`src/include/pll_cfg_pkg.sv`:
```
/*
  constants for the clock multiplier configuration bank: register indices,
  field positions, reset values and bus codes.
  assumes byte address = 4 * register index on a 32-bit bus.
*/
package pll_cfg_pkg;
  // register indices, byte address is four times the index
  localparam logic [7:0] IDX_DEV_CFG1 = 8'h03;
  localparam logic [7:0] IDX_GLOBAL_CFG = 8'h05;
  localparam logic [7:0] IDX_RATIO0 = 8'h06;
  localparam logic [7:0] IDX_RATIO3 = 8'h09;
  localparam logic [7:0] IDX_FUNC_CFG2 = 8'h17;
  localparam logic [7:0] IDX_LOOP_BW = 8'h1e;
  localparam logic [7:0] IDX_STATUS = 8'h20;
  // field positions
  localparam int EN1_BIT = 0;
  localparam int EN2_BIT = 0;
  localparam int FMT_BIT = 3;
  localparam int BW_LSB = 4;
  localparam int BW_MSB = 6;
  localparam int ST_RUN_BIT = 0;
  localparam int ST_LOCK_BIT = 1;
  // reset values
  localparam logic [2:0] BW_RST = 3'h0;
  localparam logic FMT_RST = 1'b0;
  localparam logic [7:0] RATIO_RST = 8'h00;
  // ratio split widths
  localparam int RATIO_W = 32;
  localparam int WIDE_W = 20;
  localparam int NARROW_W = 12;
  // ahb codes
  localparam logic [1:0] HTRANS_NONSEQ = 2'b10;
  localparam logic HRESP_OKAY = 1'b0;
endpackage : pll_cfg_pkg

```
`src/include/reg_access_if.sv`:
```
/*
  carrier between the bus slave and the register bank.
  assumes one clock domain, hclk.
*/
`timescale 1ns/1ps
interface reg_access_if;
  logic wr_stb;
  logic [7:0] wr_idx;
  logic [7:0] wr_data;
  logic [7:0] rd_idx;
  logic [7:0] rd_data;
  modport bus (output wr_stb, output wr_idx, output wr_data, output rd_idx,
               input rd_data);
  modport bank (input wr_stb, input wr_idx, input wr_data, input rd_idx,
                output rd_data);
endinterface : reg_access_if

```
`src/verilog/ahb_byte_slave.sv`:
```
/*
  ahb-lite slave: zero-wait writes, reads with one wait state.
  assumes a single master and that hready is this slave's hreadyout.
*/
`timescale 1ns/1ps
module ahb_byte_slave (
  // clock and reset
  input wire logic hclk,
  input wire logic hresetn,
  // ahb-lite
  input wire logic hsel,
  input wire logic [31:0] haddr,
  input wire logic [1:0] htrans,
  input wire logic hwrite,
  input wire logic hready,
  input wire logic [31:0] hwdata,
  output logic hreadyout,
  output logic [31:0] hrdata,
  // register side
  reg_access_if.bus ra
);
  import pll_cfg_pkg::*;

  logic wr_pend_reg, wr_pend_next;
  logic rd_pend_reg, rd_pend_next;
  logic [7:0] idx_reg, idx_next;
  logic rdy_reg, rdy_next;
  logic [31:0] rdata_reg, rdata_next;
  logic take;

  // address phase accepted only on a ready bus
  assign take = hsel && hready && (htrans == HTRANS_NONSEQ);
  assign ra.wr_stb = wr_pend_reg;
  assign ra.wr_idx = idx_reg;
  assign ra.wr_data = hwdata[7:0];
  assign ra.rd_idx = idx_reg;
  assign hreadyout = rdy_reg;
  assign hrdata = rdata_reg;

  // read data is sampled a cycle late so a write just before it is seen
  always_comb begin
    wr_pend_next = take && hwrite;
    rd_pend_next = take && !hwrite;
    idx_next = take ? haddr[9:2] : idx_reg;
    rdy_next = !(take && !hwrite);
    rdata_next = rd_pend_reg ? {24'h000000, ra.rd_data} : rdata_reg;
  end

  always_ff @(posedge hclk or negedge hresetn) begin
    if (!hresetn) begin
      wr_pend_reg <= 1'b0;
      rd_pend_reg <= 1'b0;
      idx_reg <= 8'h00;
      rdy_reg <= 1'b1;
      rdata_reg <= 32'h00000000;
    end else begin
      wr_pend_reg <= wr_pend_next;
      rd_pend_reg <= rd_pend_next;
      idx_reg <= idx_next;
      rdy_reg <= rdy_next;
      rdata_reg <= rdata_next;
    end
  end
endmodule : ahb_byte_slave

```
`src/verilog/lock_bw_latch.sv`:
```
/*
  qualified lock state and the bandwidth code applied to the loop filter.
  assumes lock and reference-present levels synchronous to hclk.
*/
`timescale 1ns/1ps
module lock_bw_latch (
  // clock and reset
  input wire logic hclk,
  input wire logic hresetn,
  // qualifiers
  input wire logic pll_lock,
  input wire logic ref_present,
  input wire logic run,
  input wire logic [2:0] code_in,
  // results
  output logic locked,
  output logic [2:0] code_applied
);
  import pll_cfg_pkg::*;

  logic locked_reg, locked_next;
  logic [2:0] code_reg, code_next;

  assign locked = locked_reg;
  assign code_applied = code_reg;

  // a lost reference forces unlock, so the next lock re-latches
  always_comb begin
    locked_next = pll_lock && ref_present && run;
    code_next = code_reg;
    if (locked_next && !locked_reg) begin
      code_next = code_in; // taken only at lock acquisition
    end
  end

  always_ff @(posedge hclk or negedge hresetn) begin
    if (!hresetn) begin
      locked_reg <= 1'b0;
      code_reg <= BW_RST;
    end else begin
      locked_reg <= locked_next;
      code_reg <= code_next;
    end
  end
endmodule : lock_bw_latch

```
`src/verilog/pll_ratio_format_and_loop_bw_cfg.sv`:
```
/*
  configuration bank for the clock multiplier: user ratio bytes, ratio
  format select, loop bandwidth code and the two device enables, reached
  over ahb-lite; drives the split ratio and the applied bandwidth.
  assumes the analog loop supplies a lock level and a reference-present
  level, both synchronous to hclk.
*/
// Decided for this implementation: register access over AHB-Lite.
`timescale 1ns/1ps

// Function
// - one bit selects ratio integer/fraction split
// - select zero: 20 integer, 12 fraction
// - select one: 12 integer, 20 fraction
// - bandwidth code in bits six to four
// - code 000 is 1 Hz, doubling to 128
// - code written unlocked, applied at lock
// - reference loss forces unlock state
// - ratio bytes 06h-09h, MSB at lowest
// - operation needs both enables, any order
module pll_ratio_format_and_loop_bw_cfg (
  // clock and reset
  input wire logic hclk,
  input wire logic hresetn,
  // ahb-lite slave
  input wire logic hsel,
  input wire logic [31:0] haddr,
  input wire logic [1:0] htrans,
  input wire logic hwrite,
  input wire logic [2:0] hsize,
  input wire logic hready,
  input wire logic [31:0] hwdata,
  output logic hreadyout,
  output logic [31:0] hrdata,
  output logic hresp,
  // loop status in
  input wire logic pll_lock,
  input wire logic ref_present,
  // loop control out
  output logic run_enable,
  output logic loop_locked,
  output logic ratio_format_select,
  output logic [pll_cfg_pkg::WIDE_W-1:0] ratio_int,
  output logic [pll_cfg_pkg::WIDE_W-1:0] ratio_frac,
  output logic [2:0] input_loop_bandwidth_code,
  output logic [7:0] min_bw_hz
);
  import pll_cfg_pkg::*;

  reg_access_if ra ();

  // user ratio bytes, index 0 is the most significant
  logic [7:0] ratio_reg [4];
  logic [7:0] ratio_next [4];
  logic fmt_reg, fmt_next;
  logic [2:0] bw_reg, bw_next;
  logic en1_reg, en1_next;
  logic en2_reg, en2_next;

  // outputs to the loop
  logic run_reg, run_next;
  logic fmt_out_reg, fmt_out_next;
  logic [WIDE_W-1:0] int_reg, int_next;
  logic [WIDE_W-1:0] frac_reg, frac_next;
  logic [7:0] hz_reg, hz_next;

  // helpers
  logic [RATIO_W-1:0] user_defined_ratio;
  logic lock_q;
  logic [2:0] bw_applied;
  logic [7:0] rd_mux;
  logic [7:0] st_byte;
  logic resp_reg, resp_next;
  logic wr_en1;
  logic wr_en2;
  logic wr_fmt;
  logic wr_bw;
  logic wr_ratio;
  logic [1:0] ratio_sel;

  // bus front end
  ahb_byte_slave u_bus (
    .hclk(hclk),
    .hresetn(hresetn),
    .hsel(hsel),
    .haddr(haddr),
    .htrans(htrans),
    .hwrite(hwrite),
    .hready(hready),
    .hwdata(hwdata),
    .hreadyout(hreadyout),
    .hrdata(hrdata),
    .ra(ra.bus)
  );

  // lock qualification and bandwidth hand-over; the latch sees the stored
  // code, so a write in the very cycle of lock waits for the next lock
  lock_bw_latch u_lock (
    .hclk(hclk),
    .hresetn(hresetn),
    .pll_lock(pll_lock),
    .ref_present(ref_present),
    .run(run_reg),
    .code_in(bw_reg), // code comes from the unlocked-time write
    .locked(lock_q),
    .code_applied(bw_applied)
  );

  // assembled ratio, most significant byte at the lowest index; software
  // scales it for the chosen format, the bank stores it as written
  assign user_defined_ratio = {ratio_reg[0], ratio_reg[1],
                               ratio_reg[2], ratio_reg[3]};

  // status byte: own state for software to poll; it shows the applied code,
  // which may differ from the written one until the next lock
  always_comb begin
    st_byte = 8'h00;
    st_byte[ST_RUN_BIT] = run_reg;
    st_byte[ST_LOCK_BIT] = lock_q;
    st_byte[BW_MSB:BW_LSB] = bw_applied;
  end

  // write decode: one strobe per target, so each group of state below
  // only sees the writes meant for it
  always_comb begin
    wr_en1 = 1'b0;
    wr_en2 = 1'b0;
    wr_fmt = 1'b0;
    wr_bw = 1'b0;
    wr_ratio = 1'b0;
    if (ra.wr_stb) begin
      unique case (ra.wr_idx)
        IDX_DEV_CFG1: wr_en1 = 1'b1;
        IDX_GLOBAL_CFG: wr_en2 = 1'b1;
        IDX_FUNC_CFG2: wr_fmt = 1'b1;
        IDX_LOOP_BW: wr_bw = 1'b1;
        default: begin
          // ratio bytes sit at four consecutive indices
          wr_ratio = (ra.wr_idx >= IDX_RATIO0) && (ra.wr_idx <= IDX_RATIO3);
        end
      endcase
    end
  end

  // byte lane of the ratio, only meaningful while wr_ratio is high
  assign ratio_sel = 2'(ra.wr_idx - IDX_RATIO0);

  // user ratio bytes
  always_comb begin
    for (int i = 0; i < 4; i++) begin
      ratio_next[i] = ratio_reg[i];
    end
    if (wr_ratio) begin
      ratio_next[ratio_sel] = ra.wr_data;
    end
  end

  always_ff @(posedge hclk or negedge hresetn) begin
    if (!hresetn) begin
      for (int i = 0; i < 4; i++) begin
        ratio_reg[i] <= RATIO_RST;
      end
    end else begin
      for (int i = 0; i < 4; i++) begin
        ratio_reg[i] <= ratio_next[i];
      end
    end
  end

  // format select and bandwidth code; a code written while locked waits
  // here until the next lock picks it up
  always_comb begin
    fmt_next = wr_fmt ? ra.wr_data[FMT_BIT] : fmt_reg;
    bw_next = wr_bw ? ra.wr_data[BW_MSB:BW_LSB] : bw_reg;
  end

  always_ff @(posedge hclk or negedge hresetn) begin
    if (!hresetn) begin
      fmt_reg <= FMT_RST;
      bw_reg <= BW_RST;
    end else begin
      fmt_reg <= fmt_next;
      bw_reg <= bw_next;
    end
  end

  // device enables, one bit in each of two registers; either may be set
  // first, run only follows once both are high
  always_comb begin
    en1_next = wr_en1 ? ra.wr_data[EN1_BIT] : en1_reg;
    en2_next = wr_en2 ? ra.wr_data[EN2_BIT] : en2_reg;
  end

  always_ff @(posedge hclk or negedge hresetn) begin
    if (!hresetn) begin
      en1_reg <= 1'b0;
      en2_reg <= 1'b0;
    end else begin
      en1_reg <= en1_next;
      en2_reg <= en2_next;
    end
  end

  // read mux; reserved bits and unmapped indices read zero, so a read
  // of a hole never returns stale bus data
  always_comb begin
    rd_mux = 8'h00;
    unique case (ra.rd_idx)
      IDX_DEV_CFG1: rd_mux[EN1_BIT] = en1_reg;
      IDX_GLOBAL_CFG: rd_mux[EN2_BIT] = en2_reg;
      IDX_FUNC_CFG2: rd_mux[FMT_BIT] = fmt_reg;
      IDX_LOOP_BW: rd_mux[BW_MSB:BW_LSB] = bw_reg;
      IDX_STATUS: rd_mux = st_byte;
      default: begin
        if (ra.rd_idx >= IDX_RATIO0 && ra.rd_idx <= IDX_RATIO3) begin
          rd_mux = ratio_reg[2'(ra.rd_idx - IDX_RATIO0)];
        end
      end
    endcase
  end

  // read data goes back through the bus slave's own register
  assign ra.rd_data = rd_mux;

  // loop-side outputs; they hold their reset values until both enables
  // are set, which keeps a half-written ratio away from the synthesiser
  always_comb begin
    run_next = en1_reg && en2_reg; // order of setting is free
    fmt_out_next = fmt_out_reg;
    int_next = int_reg;
    frac_next = frac_reg;
    if (run_reg) begin // no ratio reaches the loop before run
      fmt_out_next = fmt_reg;
      if (!fmt_reg) begin
        // high multiplier: 20.12, fraction left-aligned
        int_next = user_defined_ratio[RATIO_W-1:NARROW_W];
        frac_next = {user_defined_ratio[NARROW_W-1:0],
                     {(WIDE_W-NARROW_W){1'b0}}};
      end else begin
        // high accuracy: 12.20, integer right-aligned
        int_next = {{(WIDE_W-NARROW_W){1'b0}},
                    user_defined_ratio[RATIO_W-1:WIDE_W]};
        frac_next = user_defined_ratio[WIDE_W-1:0];
      end
    end
  end

  always_ff @(posedge hclk or negedge hresetn) begin
    if (!hresetn) begin
      run_reg <= 1'b0;
      fmt_out_reg <= FMT_RST;
      int_reg <= '0;
      frac_reg <= '0;
    end else begin
      run_reg <= run_next;
      fmt_out_reg <= fmt_out_next;
      int_reg <= int_next;
      frac_reg <= frac_next;
    end
  end

  // minimum bandwidth in hertz doubles with each code step; it follows the
  // applied code one cycle late, never the code software last wrote
  always_comb begin
    hz_next = 8'h01 << bw_applied;
  end

  always_ff @(posedge hclk or negedge hresetn) begin
    if (!hresetn) begin
      hz_reg <= 8'h01;
    end else begin
      hz_reg <= hz_next;
    end
  end

  // bus response: the answer never fails and only whole words are used, so
  // size is not looked at; it still leaves through a flop like the rest
  always_comb begin
    resp_next = HRESP_OKAY;
  end

  always_ff @(posedge hclk or negedge hresetn) begin
    if (!hresetn) begin
      resp_reg <= HRESP_OKAY;
    end else begin
      resp_reg <= resp_next;
    end
  end

  // top-level outputs straight from flops, so the loop and the bus never
  // see a combinational glitch from the register decode
  assign hresp = resp_reg;
  assign run_enable = run_reg;
  assign loop_locked = lock_q;
  assign ratio_format_select = fmt_out_reg;
  assign ratio_int = int_reg;
  assign ratio_frac = frac_reg;
  assign input_loop_bandwidth_code = bw_applied; // held until next lock
  assign min_bw_hz = hz_reg;

endmodule : pll_ratio_format_and_loop_bw_cfg

```
`config.mk`:
```
export PLATFORM = sky130hd
export DESIGN_NAME = pll_ratio_format_and_loop_bw_cfg
export DESIGN_NICKNAME = d
export VERILOG_FILES = /design/src/include/pll_cfg_pkg.sv /design/src/include/reg_access_if.sv /design/src/verilog/ahb_byte_slave.sv /design/src/verilog/lock_bw_latch.sv /design/src/verilog/pll_ratio_format_and_loop_bw_cfg.sv
export SDC_FILE = /design/constraint.sdc
export NUM_CORES = 1
export LEC_CHECK = 0
export ABC_AREA = 1
export BUFFER_PORTS_ARGS = -buffer_cell sky130_fd_sc_hd__buf_2
export CELL_PAD_IN_SITES_DETAIL_PLACEMENT = 1
export CELL_PAD_IN_SITES_GLOBAL_PLACEMENT = 1
export CORE_MARGIN = 2
export CORE_UTILIZATION = 30
export CTS_BUF_LIST = sky130_fd_sc_hd__clkbuf_8 sky130_fd_sc_hd__clkbuf_16
export CTS_CLUSTER_SIZE = 12
export DETAILED_ROUTE_END_ITERATION = 10
export GPL_ROUTABILITY_DRIVEN = 1
export PLACE_DENSITY = 0.74
export SLEW_MARGIN = 5
export SYNTH_ARGS = -nofsm -noshare
export SYNTH_HDL_FRONTEND = slang
export SYNTH_SLANG_ARGS = --single-unit
```
`constraint.sdc`:
```
create_clock -name hclk -period 1.35 [get_ports hclk]
set_input_delay 0.135 -clock hclk [delete_from_list [all_inputs] [get_ports hclk]]
set_output_delay 0.135 -clock hclk [all_outputs]
set_load 0.005 [all_outputs]
```
# Word-level counts from Yosys, hierarchy flattened
# Index checks and enable logic that the tools add are counted.
[totals]
output_inout_bits = 88
reg_bits = 111
[classes]
bitwise_logic = 1
muxes = 24
n_reduce_logical = 18
addsub = 1
magnitude_cmp = 4
n_eq_ne = 6
shifts = 1
[ops]
columns = ["operator", "n"]
rows = [
  ["$mux W20", 2],
  ["$bwmux W32", 1],
  ["$mux W8", 4],
  ["$bmux W8 S2", 1],
  ["$demux W8 S2", 1],
  ["$eq A8 B5 Y1 const B", 2],
  ["$mux W1", 11],
  ["$logic_and A1 B1 Y1", 10],
  ["$pmux W3 S3", 1],
  ["$eq A8 B2 Y1 const B", 1],
  ["$eq A8 B3 Y1 const B", 1],
  ["$eq A8 B6 Y1 const B", 1],
  ["$ge A8 B3 Y1 const B", 1],
  ["$le A8 B4 Y1 const B", 1],
  ["$reduce_or A4 Y1", 2],
  ["$shl A1 B3 Y8 const A", 1],
  ["$reduce_or A5 Y1", 1],
  ["$pmux W1 S4", 1],
  ["$pmux W2 S2", 1],
  ["$ge A3 B3 Y1 const B", 1],
  ["$logic_not A1 Y1", 3],
  ["$lt A3 B1 Y1 const B", 1],
  ["$not A2 Y3", 1],
  ["$reduce_or A3 Y1", 1],
  ["other kinds (4)", 4],
]

# Logic depth before layout (Yosys ltp)
[depth]
ltp_word = 7
mapped_depth = 10
ltp_nobuf = 9

# Hierarchy
# Synthesis repeated with hierarchy kept, for this count alone.
[hier_totals]
hier_cells = 626
area_unflattened_um2 = 5387.7
[modules_own_cells]
columns = ["mod", "area_per_inst_um2", "cells_per_inst", "n_inst", "seq_area_each_um2"]
rows = [
  ["pll_ratio_format_and_loop_bw_cfg", 4167.7, 490, 1, 2203.4],
  ["ahb_byte_slave", 1051.0, 118, 1, 476.7],
  ["lock_bw_latch", 168.9, 18, 1, 100.1],
]

# Least setup slack after synthesis
# OpenSTA, ideal clock, no wires.
[synth_timing]
kind = "register to register"
start = "reg u_bus.idx_reg[5] (netlist: u_bus.ra.rd_idx[5])"
end = "reg ratio_reg[29] (netlist name)"
setup_ps = 120
path_buffers = 1
arrival_time_ps = 1369
stages_incl_launch_ff = 10
path_slack_ps = -139
required_time_ps = 1230
path_cell_list = "dfrtp_1 nor2_1 nand3_1 nor2_4 inv_4 nor2_8 nand2_4 buf_6 nand2_2 o21ai_2"
[synth_between]
elab_chain_cells = 4
[synth_lines]
columns = ["item", "line_no", "rtl"]
rows = [
  ["start: declaration", "ahb_byte_slave.sv:26", "logic [7:0] idx_reg, idx_next;"],
  ["start signal: assignment", "ahb_byte_slave.sv:59", "idx_reg <= idx_next;"],
  ["$ge A8 B3 Y1 (tied with other cells)", "pll_ratio_format_and_loop_bw_cfg.sv:139", "wr_ratio = (ra.wr_idx >= IDX_RATIO0) && (ra.wr_idx <= IDX_RATIO3);"],
  ["$logic_and A1 B1 Y1 or $reduce_or A4 Y1 (tied branches)", "--", ""],
  ["$mux W1 *", "pll_ratio_format_and_loop_bw_cfg.sv:132", "unique case (ra.wr_idx)"],
  ["$mux W1 *", "pll_ratio_format_and_loop_bw_cfg.sv:131", "if (ra.wr_stb) begin"],
  ["end signal: indexed assignment", "pll_ratio_format_and_loop_bw_cfg.sv:165", "ratio_reg[i] <= ratio_next[i];"],
  ["end: declaration", "pll_ratio_format_and_loop_bw_cfg.sv:53", "logic [7:0] ratio_reg [4];"],
]
# Mark *: on every way between the ends. The rest lies on a longest branch, timed or not.
# A chain may end at the register's enable or synchronous reset.

# Worst setup path after layout
[layout_timing]
start = "reg u_bus.idx_reg[5] (netlist: u_bus.ra.rd_idx[5])"
end = "reg ratio_reg[0] (netlist name)"
# The elaborated chain is that of the path after synthesis.

==> results_dict.tcl <==
set metrics [dict create \
    synth_area_per_cell_um2 9.053 \
    yosys-top-cells-area "dfrtp_1, nand2_1, inv_1, o221ai_1, buf_4" \
    ys_ff_latch 111 \
    insertion_delay_ps 370 \
    seq_area_frac_synth 0.5655 \
    synthDistinctLibCells 27 \
    power_density_nw_per_um2 1308 \
    r2r_start "u_bus.ra.rd_idx[5]$_DFFE_PN0P_" \
    swShare 0.3255 \
    antenna_found_initial 0 \
    critPathSlowestCell "dfrtp_1" \
    io_buffers 87 \
    crit_family "simple AND/OR/NAND/NOR gates" \
    worst_hold_path_type "in -> reg" \
    drt_first_iter_violations 258 \
    hold_viol_final 0 \
    ys.flop_type "dfrtp_1" \
    cts_tree "built" \
    timing.setup.critical_path_class "reg -> reg" \
    drive_gt1_frac 0.3781 \
    rsz0062_at_grt "true" \
    p_sw_uw 2893 \
    whs_ps 6.375 \
    status "finished, violations left" \
    gp_congestion 0.8450 \
    clk_pin_slew_ps 80 \
    ioPinCount 164 \
    ant_nets 0 \
    dp_hpwl_mm 10.52 \
    ir_drop_mv 0.6577 \
    htree_levels 3 \
    seq_power_share 0.444 \
    initial_utilization 0.3084 \
    slew_violations 0 \
    route.detailed.drc 0 \
    routed_via_density 4.871 \
    num_vias 4428 \
    violations "setup timing" \
    path_cells "nor2_4 -> nand3_2 -> nor2_4 -> inv_4 -> nor2_8 -> buf_12 -> nand2_4 -> o21ai_2" \
    setup_slack_ps -227.8 \
    netlist_instances 543 \
    rows 46 \
    grt_max_degree 42 \
    area_growth_syn_to_layout_pct 38.20 \
    pwr-share-comb 0.253 \
    total_power_uw 8888 \
    netlist_top_cells_count "nand2_1, dfrtp_1, inv_1, o21ai_0, nor2_1" \
    yosysWarnings 0 \
    largest_register_ffs 32 \
    preCtsSetupSlack_ps -221.5 \
    die_x_um 132.0 \
    diodes 0 \
    worstSetupStartpointType "flip-flop" \
    worst-path-buf-inv 2 \
    cts_buffers 9 \
    routed_wl_mm 16.69 \
    fin_crit_sh 1.169 \
    synth_area_um2 4916 \
    internal_power_uw 5995 \
    gr-usage-all-layers 0.1806 \
    root_buffer "clkbuf_16" \
    clockBufferDepth 2 \
    wl_met2_mm 8.891 \
    synth_top_area_frac 0.5548 \
    max_stage_delay_ps 430 \
    top_layer_used "met4" \
    cp_max_fo 8 \
    final_cell_area_um2 6794 \
    fp.dieH_um 132.0 \
    skew_ps 10.49 \
    critPathRequiredTime_ps 1640 \
    maxCapViolCount 0 \
    crit_top_cell "nor2_4" \
    crit_start "u_bus.ra.rd_idx[5]$_DFFE_PN0P_" \
    dr.pass1.iters 4 \
    p_leak_uw 0.003351 \
    cts_sinks 111 \
    grt_pass1_vias 4622 \
    setup_viol 46 \
    utilization 0.4262 \
    dpl_cell_area_um2 5733 \
    die_area_um2 17430 \
    gr-total-overflow 0 \
    worstPathArrival_ps 1860 \
    wl_met3_um 751 \
    fin_nets 764 \
    endpoint_kind "flip-flop" \
    min_from "haddr[4]" \
    core_um2 15940 \
    synth_top_cell_by_area "dfrtp_1" \
    fmax_mhz 633.8 \
    synth_most_common_cell "nand2_1" \
    wl_per_cell_um 18.36 \
    synthArstFlopShare 1.000 \
    finalCriticalPeriod_ps 1578 \
    grt_pass1_wl_mm 24.87 \
    wl_met1_mm 6.686 \
    power_frac_clock 0.302 \
    synth_edf_count 0 \
]
-- power by group through the flow --
stage               Clock (µW)  Sequential, µW  Combinational [µW]
floorplan                    0            3920                 820
global placement             0            3940                1520
detailed placement           0            3960                1580
CTS                       2760            3920                1870
global route              2850            3990                2430
finish                    2690            3950                2250
-- layout make-up --
class	count	area, µm²
Inverter	68	269.0
Fill cell	1845	9149
Tap cell	216	270.3
Clock buffer	10	239.0
Sequential cell	111	2781
Clock inverter	6	56.30
Multi-Input combinational cell	350	2106
Timing Repair Buffer	148	1072
-- per-layer routing --
metal  vias to the layer above  global-route usage
li1                       2015                   -
met5                         -                   0
met3                        25             0.03345
met2                       141              0.3223
met4                         0             0.06824
met1                      2247              0.2158
-- cell families (layout without fill, tap and decap cells) --
| family | count (synthesis) | after routing | share of synthesized area |
|---|---|---|---|
| and+or+nand+nor | 222 | 226 | 0.1934 |
| DFF | 111 | 111 | 0.5655 |
| buffers and inverters | 110 | 232 | 0.1112 |
| AOI/OAI and AO/OA | 99 | 99 | 0.1290 |
| other | 1 | 25 | 0.0007628 |
-- path summary, 6_finish.rpt --
check | end | slack (ps) | cells after the start
max | ratio_reg[0]$_DFFE_PN0P_ | -230 | 8
min | u_bus.ra.rd_idx[2]$_DFFE_PN0P_ | 6 | 3
max reg2reg | ratio_reg[0]$_DFFE_PN0P_ | -230 | 8
min reg2reg | ratio_frac[7]$_DFFE_PN0P_ | 490 | 2
max in group asynchronous | ratio_reg[31]$_DFFE_PN0P_ | 510 | 3
min in group asynchronous | ratio_frac[12]$_DFFE_PN0P_ | 230 | 2
-- layout by cell type (no fill, tap or decap), types with 2 or more instances in the layout --
master | synthesis | routed
nand2_4 | 5 | 16
nand3_1 | 15 | 10
clkbuf_16 | 0 | 9
clkinv_1 | 2 | 2
conb_1 | 1 | 25
dfrtp_1 | 109 | 108
buf_4 | 25 | 33
nand4_1 | 5 | 5
inv_1 | 64 | 59
o21ai_1 | 20 | 13
o21ai_0 | 36 | 32
nand2_1 | 152 | 118
nor2_1 | 28 | 17
dfstp_2 | 2 | 2
buf_2 | 0 | 86
buf_6 | 5 | 11
o21ai_2 | 12 | 23
inv_2 | 1 | 2
inv_8 | 0 | 2
nand2_8 | 0 | 6
inv_6 | 0 | 3
nand3_2 | 0 | 5
nor2_2 | 0 | 4
dlygate4sd3_1 | 0 | 8
nand2_2 | 4 | 25
clkinvlp_4 | 0 | 2
inv_4 | 1 | 4
o221ai_1 | 24 | 24
buf_12 | 0 | 8
nor3_4 | 0 | 2
buf_8 | 0 | 2
nor3_1 | 10 | 8
nor2_4 | 1 | 8
a21oi_2 | 0 | 4
-- per-stage QoR --
step / instances / setup TNS (ps)
3_3_place_gp: 862 / -3191
4_1_cts: 900 / -5625
6_report: 909 / -7592
5_1_grt: 909 / -10030
2_1_floorplan: 567 / -2801
3_5_place_dp: 862 / -5916
-- repair_timing --
item                       CTS  global route
setup endpoints to repair   46            48
hold buffers                 8             0
gates resized for setup     68            56
hold endpoints to repair    29             0
pin swaps                   23            30
buffers inserted            11            10
gates cloned                 4             0
-- tightest hold or removal path, stage by stage --
cell and delay (ps):
buf_2 80, nand2_1 40, o21ai_0 70
Power figures use the tool's default switching activity.
